<file path="src/rtl/asx_pkg.sv">
// Constants shared by the auxiliary stop input and strobe output block.
// Assumes a 100 MHz system clock and APB with 32-bit data.
package asx_pkg;
   // ==========================================================
   // Timing
   localparam int CLK_MHZ = 100;
   localparam int STOP_QUAL_US = 50;
   localparam int STOP_QUAL_CYC = STOP_QUAL_US * CLK_MHZ;
   localparam int QCNT_W = 13;
   localparam int STRB_W = 32;
   // ==========================================================
   // Register offsets (byte addresses)
   localparam logic [7:0] OFS_MODE = 8'h00;
   localparam logic [7:0] OFS_CMD = 8'h04;
   localparam logic [7:0] OFS_STAT = 8'h08;
   localparam logic [7:0] OFS_SHUT = 8'h0C;
   localparam logic [7:0] OFS_STRB = 8'h10;
   localparam logic [7:0] OFS_IRQ = 8'h14;
   localparam logic [7:0] OFS_MASK = 8'h18;
   // ==========================================================
   // Fields
   localparam int MODE_W = 4;
   localparam logic [3:0] MODE_RST = 4'h0;
   localparam int CMD_RELEASE = 0;
   localparam int CMD_FORCE = 1;
   localparam int STRB_POL_BIT = 31;
   localparam int ST_STOP = 0;
   localparam int ST_JOYEN = 1;
   localparam int ST_PULSE = 2;
   localparam int ST_RAW = 3;
   localparam int EV_W = 3;
   localparam int EV_STOP = 0;
   localparam int EV_REL = 1;
   localparam int EV_PDONE = 2;
   localparam logic [EV_W-1:0] EV_RST = 3'h0;

   typedef enum logic [1:0] {
      ASX_IDLE = 2'b00,
      ASX_PULSE = 2'b01,
      ASX_DONE = 2'b11
   } asx_pst_t;
endpackage

</file>
<file path="src/rtl/asx_qual.sv">
// Stop input qualifier: level must hold for a minimum time.
// Assumes the pin is already synchronous to clk.
`timescale 1ns/10ps
module asx_qual
   import asx_pkg::*;
(
   input wire logic clk,
   input wire logic arst_n,
   input wire logic act,
   output logic qual
);
   logic [QCNT_W-1:0] cnt_r;
   localparam logic [QCNT_W-1:0] LIM = QCNT_W'(STOP_QUAL_CYC - 1);

   // [RL6] Min hold filter
   always_ff @(posedge clk or negedge arst_n) begin
      if (!arst_n) begin
         cnt_r <= '0;
         qual <= 1'b0;
      end else if (!act) begin
         cnt_r <= '0;
         qual <= 1'b0;
      end else if (cnt_r == LIM) begin
         qual <= 1'b1;
      end else begin
         cnt_r <= cnt_r + 1'b1;
      end
   end
endmodule

</file>
<file path="src/rtl/asx_top.sv">
// Auxiliary stop input conditioning, shutter level and strobe pulse.
// Assumes an APB master and synchronous pins on a 100 MHz clock.
// How it works
// [RL1] Modes 0,1: stop while asserted, joystick path stays on; 0 low, 1 high.
// [RL2] Modes 2,3: stop while asserted, joystick path off; 2 low, 3 high.
// [RL3] Modes 4,5: stop latched until release, joystick path off.
// [RL4] Mode register accepts 0..5 and 8..13 only.
// [RL5] Modes 8..13 mirror 0..5 but let a running move finish.
// [RL6] Stop input counts only after 50 us of steady assertion.
// [RL7] Command 0 releases, 1 forces stop, latched modes only.
// [RL8] Status reports 1 while a stop is in effect.
// [RL9] Shutter pin follows the written level, readable back.
// [RL10] Strobe makes one pulse, length in 10 ns clock cycles.
// [RL11] Sign picks active-high or active-low pulse and idle level.
// [RL12] Host should fire one dummy pulse at start to set idle level.
// [RL13] After reset latch is clear and strobe idles.
//
// Design decisions made here: the register offsets and the APB slave port.
`timescale 1ns/10ps
module asx_top
   import asx_pkg::*;
(
   input wire logic clk,
   input wire logic arst_n,
   input wire logic psel,
   input wire logic penable,
   input wire logic pwrite,
   input wire logic [7:0] paddr,
   input wire logic [31:0] pwdata,
   output logic [31:0] prdata,
   output logic pready,
   output logic pslverr,
   input wire logic stop_pin,
   input wire logic move_busy,
   output logic motion_halt,
   output logic manual_joystick_path,
   output logic shutter_out,
   output logic strobe_out,
   output logic irq
);
   // ==========================================================
   // Register bus decode
   logic [MODE_W-1:0] mode_r;
   logic shut_r, latch_r, halt_r, strobe_r, idle_lvl_r;
   logic [STRB_W-2:0] plen_r;
   logic [STRB_W-2:0] pcnt_r;
   logic [EV_W-1:0] ev_r, mask_r;
   asx_pst_t pst_r;

   wire setup = psel && !penable;
   // Writes land at the access edge, where the master sees pready
   wire access = psel && penable && pready;
   wire wr_en = access && pwrite;
   wire rd_en = setup && !pwrite;
   wire wr_mode = wr_en && paddr == OFS_MODE;
   wire wr_cmd = wr_en && paddr == OFS_CMD;
   wire wr_shut = wr_en && paddr == OFS_SHUT;
   wire wr_strb = wr_en && paddr == OFS_STRB;
   wire wr_irq = wr_en && paddr == OFS_IRQ;
   wire wr_mask = wr_en && paddr == OFS_MASK;
   wire mapped = paddr == OFS_MODE || paddr == OFS_CMD ||
      paddr == OFS_STAT || paddr == OFS_SHUT || paddr == OFS_STRB ||
      paddr == OFS_IRQ || paddr == OFS_MASK;

   function automatic logic mode_ok(input logic [MODE_W-1:0] m);
      return m <= 4'h5 || (m >= 4'h8 && m <= 4'hD);
   endfunction

   // ==========================================================
   // Mode decode
   wire [MODE_W-1:0] wmode = pwdata[MODE_W-1:0];
   wire [2:0] base = mode_r[3] ? 3'(mode_r - 4'h8) : mode_r[2:0];
   wire act_high = base[0];
   wire joy_off = base[2:1] != 2'b00;
   wire latched = base[2:1] == 2'b10;
   wire deferred = mode_r[3];
   wire raw_act = act_high ? stop_pin : !stop_pin;
   wire qual;

   asx_qual u_qual (
      .clk(clk),
      .arst_n(arst_n),
      .act(raw_act),
      .qual(qual)
   );

   wire cmd_rel = wr_cmd && latched && pwdata[CMD_RELEASE] == 1'b0;
   wire cmd_force = wr_cmd && latched && pwdata[CMD_FORCE-1] == 1'b1;
   wire stop_req = latched ? latch_r : qual;
   // Deferred modes wait for the running move to end
   wire halt_nxt = stop_req && !(deferred && move_busy);

   // ==========================================================
   // Control registers
   always_ff @(posedge clk or negedge arst_n) begin
      if (!arst_n) begin
         mode_r <= MODE_RST;
         shut_r <= 1'b0;
         mask_r <= EV_RST;
      end else begin
         // [RL4] Reject modes 6, 7, 14 and 15
         if (wr_mode && mode_ok(wmode))
            mode_r <= wmode;
         // [RL9] Shutter level
         if (wr_shut)
            shut_r <= pwdata[0];
         if (wr_mask)
            mask_r <= pwdata[EV_W-1:0];
      end
   end

   // [RL3] Sticky stop latch
   // [RL7] Force or qualified set wins over release, which clears
   // [RL13] Latch clear at reset
   always_ff @(posedge clk or negedge arst_n) begin
      if (!arst_n)
         latch_r <= 1'b0;
      else if (!latched)
         latch_r <= 1'b0;
      else if (cmd_force || qual)
         latch_r <= 1'b1;
      else if (cmd_rel)
         latch_r <= 1'b0;
   end

   // [RL1] Level stop, joystick kept
   // [RL2] Level stop, joystick off
   // [RL5] Deferred halt
   always_ff @(posedge clk or negedge arst_n) begin
      if (!arst_n) begin
         halt_r <= 1'b0;
         manual_joystick_path <= 1'b1;
      end else begin
         halt_r <= halt_nxt;
         manual_joystick_path <= !joy_off;
      end
   end
   assign motion_halt = halt_r;
   assign shutter_out = shut_r;

   // ==========================================================
   // Strobe pulse generator
   wire pol_high = !pwdata[STRB_POL_BIT];
   wire [STRB_W-2:0] len_in = pwdata[STRB_W-2:0];

   // [RL10] Single timed pulse
   // [RL11] Polarity from sign
   always_ff @(posedge clk or negedge arst_n) begin
      if (!arst_n) begin
         pst_r <= ASX_IDLE;
         pcnt_r <= '0;
         plen_r <= '0;
         idle_lvl_r <= 1'b0;
         strobe_r <= 1'b0;
      end else begin
         case (pst_r)
            ASX_IDLE: begin
               if (wr_strb && len_in != '0) begin
                  idle_lvl_r <= !pol_high;
                  plen_r <= len_in;
                  pcnt_r <= len_in;
                  strobe_r <= pol_high;
                  pst_r <= ASX_PULSE;
               end
            end
            ASX_PULSE: begin
               if (pcnt_r == 1) begin
                  strobe_r <= idle_lvl_r;
                  pst_r <= ASX_DONE;
               end else begin
                  pcnt_r <= pcnt_r - 1'b1;
               end
            end
            ASX_DONE: pst_r <= ASX_IDLE;
            default: pst_r <= ASX_IDLE;
         endcase
      end
   end
   assign strobe_out = strobe_r;

   // ==========================================================
   // Events and interrupt
   logic halt_d_r;
   wire [EV_W-1:0] ev_set = {pst_r == ASX_DONE, cmd_rel && latch_r,
      halt_r && !halt_d_r};
   always_ff @(posedge clk or negedge arst_n) begin
      if (!arst_n) begin
         ev_r <= EV_RST;
         halt_d_r <= 1'b0;
         irq <= 1'b0;
      end else begin
         halt_d_r <= halt_r;
         // Set wins over write-one-to-clear
         ev_r <= (ev_r & ~(wr_irq ? pwdata[EV_W-1:0] : EV_RST)) | ev_set;
         irq <= |(ev_r & mask_r);
      end
   end

   // ==========================================================
   // Read data, one wait-free access phase
   wire [31:0] stat_word = {28'h0, raw_act, pst_r == ASX_PULSE,
      manual_joystick_path, halt_r};
   wire [31:0] rd_mux =
      paddr == OFS_MODE ? {28'h0, mode_r} :
      paddr == OFS_STAT ? stat_word :
      paddr == OFS_SHUT ? {31'h0, shut_r} :
      paddr == OFS_STRB ? {idle_lvl_r, plen_r} :
      paddr == OFS_IRQ ? {29'h0, ev_r} :
      paddr == OFS_MASK ? {29'h0, mask_r} : 32'h0;

   // [RL8] Stop status readback
   always_ff @(posedge clk or negedge arst_n) begin
      if (!arst_n) begin
         prdata <= 32'h0;
         pready <= 1'b0;
         pslverr <= 1'b0;
      end else begin
         pready <= setup;
         pslverr <= setup && !mapped;
         if (rd_en)
            prdata <= rd_mux;
      end
   end
endmodule

</file>
<file path="config.mk">
export PLATFORM = sky130hd
export DESIGN_NAME = asx_top
export DESIGN_NICKNAME = d
export VERILOG_FILES = /design/src/rtl/asx_pkg.sv /design/src/rtl/asx_qual.sv /design/src/rtl/asx_top.sv
export SDC_FILE = /design/constraint.sdc
export NUM_CORES = 1
export LEC_CHECK = 0
export ABC_CLOCK_PERIOD_IN_PS = 2500
export BUFFER_PORTS_ARGS = -buffer_cell sky130_fd_sc_hd__buf_2
export CORE_ASPECT_RATIO = 0.8
export CORE_MARGIN = 2
export CORE_UTILIZATION = 54
export CTS_BUF_LIST = sky130_fd_sc_hd__clkbuf_8
export CTS_CLUSTER_SIZE = 30
export DETAILED_ROUTE_END_ITERATION = 8
export PLACE_DENSITY = 0.76
export SLEW_MARGIN = 15
export SYNTH_ARGS = -nofsm -noshare
export SYNTH_HDL_FRONTEND = slang
export SYNTH_SLANG_ARGS = --single-unit
</file>
<file path="constraint.sdc">
create_clock -name clk -period 2.5 [get_ports clk]
set_input_delay 0.375 -clock clk [delete_from_list [all_inputs] [get_ports clk]]
set_output_delay 0.375 -clock clk [all_outputs]
set_load 0.02 [all_outputs]
</file>
==> flow_metrics.env <==
export IMPL_yosys_warnings=0
export IMPL_p_seq_share_pct=51.6
export IMPL_die_height_um=101
export IMPL_fin_util_pct=65.3
export IMPL_grt_remaining_overflow=0
export IMPL_dp_hpwl_um=11700
export IMPL_drt_iter0_drc=496
export IMPL_gp_congestion=0.901
export IMPL_pin_count=86
export IMPL_cts_sinks=130
export IMPL_grt_antenna_before_repair=0
export IMPL_holdPathStages=2
export IMPL_crit_path_end_kind="flip-flop"
export IMPL_crit_path_top_delay_cell="or4_4"
export IMPL_diodes=0
export IMPL_cp_arrival_ns=2.68
export IMPL_p_int_uw=3000
export IMPL_syn_area_per_cell_sq_um=10.7
export IMPL_crit_family="simple AND/OR/NAND/NOR gates"
export IMPL_hold_class="primary input to flip-flop"
export IMPL_avgViaCountPerCell=6.31
export IMPL_clk_path_buf_depth=2
export IMPL_crit_buf_inv=1
export IMPL_seq_area_frac_synth_pct=51.6
export IMPL_ir_drop_mv=0.381
export IMPL_tightest_slew_ns=0.624
export IMPL_routed_via_count=5341
export IMPL_synthCells=587
export IMPL_firstDrtPassIters=5
export IMPL_postCtsSetupBuffers=0
export IMPL_timing_fmax_ghz=0.424
export IMPL_rr_startpoint="pcnt_r[18]"
export IMPL_core_area_sq_mm=0.0115
export IMPL_worst_clock_skew_ns=0.0178
export IMPL_start_util_pct=55.0
export IMPL_drive_above_1_share_pct=28.5
export IMPL_async_flop_share_pct=100
export IMPL_fin_crit_sh_pct=94.3
export IMPL_p_comb_share_pct=4.4
export IMPL_slew_headroom_pct=58.0
export IMPL_fin_tns_setup_ns=0
export IMPL_reg2reg_slack_ns=0.14
export IMPL_cp_required_ns=2.83
export IMPL_root_buffer="clkbuf_8"
export IMPL_drt_total_wl_um=16200
export IMPL_die_w_um=125
export IMPL_syn_num_nets=637
export IMPL_path_class="flip-flop to flip-flop"
export IMPL_final_antenna_net_count=0
export IMPL_drc=0
export IMPL_fin_nets=736
export IMPL_p_leak_uw=0.00357
export IMPL_cts_clk_slew_worst_paths_ns=0.09
export IMPL_synth_edff_count=0
export IMPL_grt_max_degree=58
export IMPL_wl_per_cell_um=19.1
export IMPL_synth_ff_type="dfrtp_1"
export IMPL_cp_cell_sequence="nor4_4 -> nand4_1 -> or4_4 -> a21oi_4 -> buf_4 -> o211ai_1"
export IMPL_setup_viol=0
export IMPL_ys_types=68
export IMPL_io_buffers=85
export IMPL_cp_start_kind="flip-flop"
export IMPL_cts_tree="built"
export IMPL_pwr_share_clk_pct=44.0
export IMPL_hp_start="move_busy"
export IMPL_dp_slack_ns=0.0349
export IMPL_power_uw=4100
export IMPL_maxCapViolations=0
export IMPL_clock_latency_ns=0.45
export IMPL_netSwitchingPower_uw=1090
export IMPL_cts_made_buffers=17
export IMPL_timing_hold_violations_final=0
export IMPL_areaGrowthSynthToFinish_pct=18.8
export IMPL_rr_endpoint="pcnt_r[4]"
export IMPL_place_area_sq_mm=0.00708
export IMPL_hold_path_end="motion_halt"
export IMPL_grt_pass1_vias=5259
export IMPL_dieArea_sq_mm=0.0126
export IMPL_grtUsageTotal_pct=26.7
export IMPL_rsz0062_at_grt="false"
export IMPL_switching_share_pct=26.7
export IMPL_h_tree_depth=4
export IMPL_maxSlewViolCount=0
export IMPL_outcome="complete, no violations"
export IMPL_critPathMaxStageDelay_ns=0.62
export IMPL_cp_max_fo=10
export IMPL_grt_pass1_wl_um=26700
export IMPL_synth_area_sq_mm=0.00631
export IMPL_power_density_mw_per_mm2=547
export IMPL_setup_ws_ns=0.142
export IMPL_rows=35
export IMPL_min_period_ns=2.36
export IMPL_r2r_cells=6
export IMPL_stdcell_area_sq_mm=0.00749
export IMPL_synth_seq_cells=130
per-stage QoR:
| stage | hold WS, ns | std cells |
|---|---|---|
| finish | 0.0993 | 847 |
| global placement | 0.359 | 814 |
| CTS | 0.0770 | 847 |
| detailed placement | 0.364 | 814 |
| floorplan | 0.0794 | 587 |
| global route | 0.0779 | 847 |
synth_stat cells, types with 7 or more instances:
library cell	number	area, sq um
mux2i_1	7	70.1
clkbuf_1	24	90.1
a22oi_1	9	67.6
nor2_1	57	214
nor3_1	21	105
nand3_1	19	95.1
inv_1	9	33.8
a21oi_1	24	120
nand2_1	29	109
xor2_1	8	70.1
nand4_1	11	68.8
mux2_2	37	417
buf_2	7	35.0
o21ai_0	7	35.0
o22a_1	16	140
dfrtp_1	129	3230
nor4_1	16	100
a2bb2oi_1	11	96.3
a31oi_1	11	68.8
a22o_1	32	280
final cells by class:
class	count	area, sq um
Clock inverter	15	161
Fill cell	894	3980
Multi-Input combinational cell	410	2900
Inverter	9	33.8
Tap cell	148	185
Sequential cell	130	3250
Clock buffer	17	234
Timing Repair Buffer	118	728
per-layer routing:
metal  global-route usage [%]  part of all wire [%]
met1                     39.2                    46
met4                     8.63                   1.4
met5                        0                     0
met3                     4.83                   6.3
met2                     40.8                    46
layout by cell type (no fill, tap or decap), drive strengths merged, types with 3 or more instances in the layout:
master	count
or4	3
ha	3
nand3	19
a22oi	9
nor2b	6
mux2i	7
o211ai	3
nor3	22
a31oi	11
nand2b	6
or3	4
nor2	57
xor2	8
clkbuf	17
dfrtp	129
a21boi	3
buf	117
nor4	19
o221ai	5
and3	6
a2bb2oi	11
a22o	32
nand4	11
and2	6
inv	20
o22ai	3
mux2	37
o22a	16
a21oi	25
o21ai	9
nand2	29
nor4b	4
how the worst max path moves through the flow:
| stage | from | end | slack [ns] | depth (start not counted) |
|---|---|---|---|---|
| floorplan | pcnt_r[18] | pcnt_r[17] | 0.40 | 6 |
| global route | pcnt_r[18] | pcnt_r[10] | 0.02 | 6 |
| CTS | pcnt_r[8] | pcnt_r[4] | 0.18 | 6 |
| finish | pcnt_r[18] | pcnt_r[4] | 0.14 | 6 |
| detailed placement | pwdata[2] | plen_r[3] | 0.03 | 6 |
| global placement | pwdata[2] | plen_r[3] | 0.07 | 6 |
power groups by stage:
stage | Clock (uW) | Sequential, uW | Combinational (uW)
4_1_cts | 1830 | 2110 | 181
6_report | 1800 | 2110 | 179
3_5_place_dp | 0 | 2160 | 179
5_1_grt | 1930 | 2110 | 199
2_1_floorplan | 0 | 2160 | 46.2
3_3_place_gp | 0 | 2150 | 175
state kept, by name, indices dropped and copies added (netlist names), 2 cells and up:
register,cells
mode_r,4
mask_r,3
pst_r,2
prdata,32
plen_r,31
u_qual.cnt_r,13
ev_r,3
pcnt_r,31
logic make-up after synthesis:
kind of cell / share of synthesized area (%)
AOI/OAI and AO/OA: 18.3
adders and majority gates: 0.595
and+or+nand+nor: 17.3
muxes: 7.72
DFF: 51.6
buffers and inverters: 3.17
xor gates and xnor gates: 1.39
timing repair:
| item | CTS | global route |
|---|---|---|
| hold endpoints to repair | 33 | 0 |
| endpoints found under the setup margin | 0 | 1 |
| resized for setup | 0 | 1 |
| hold buffers | 1 | 0 |
No activity file was read; power rests on OpenSTA's default activity.
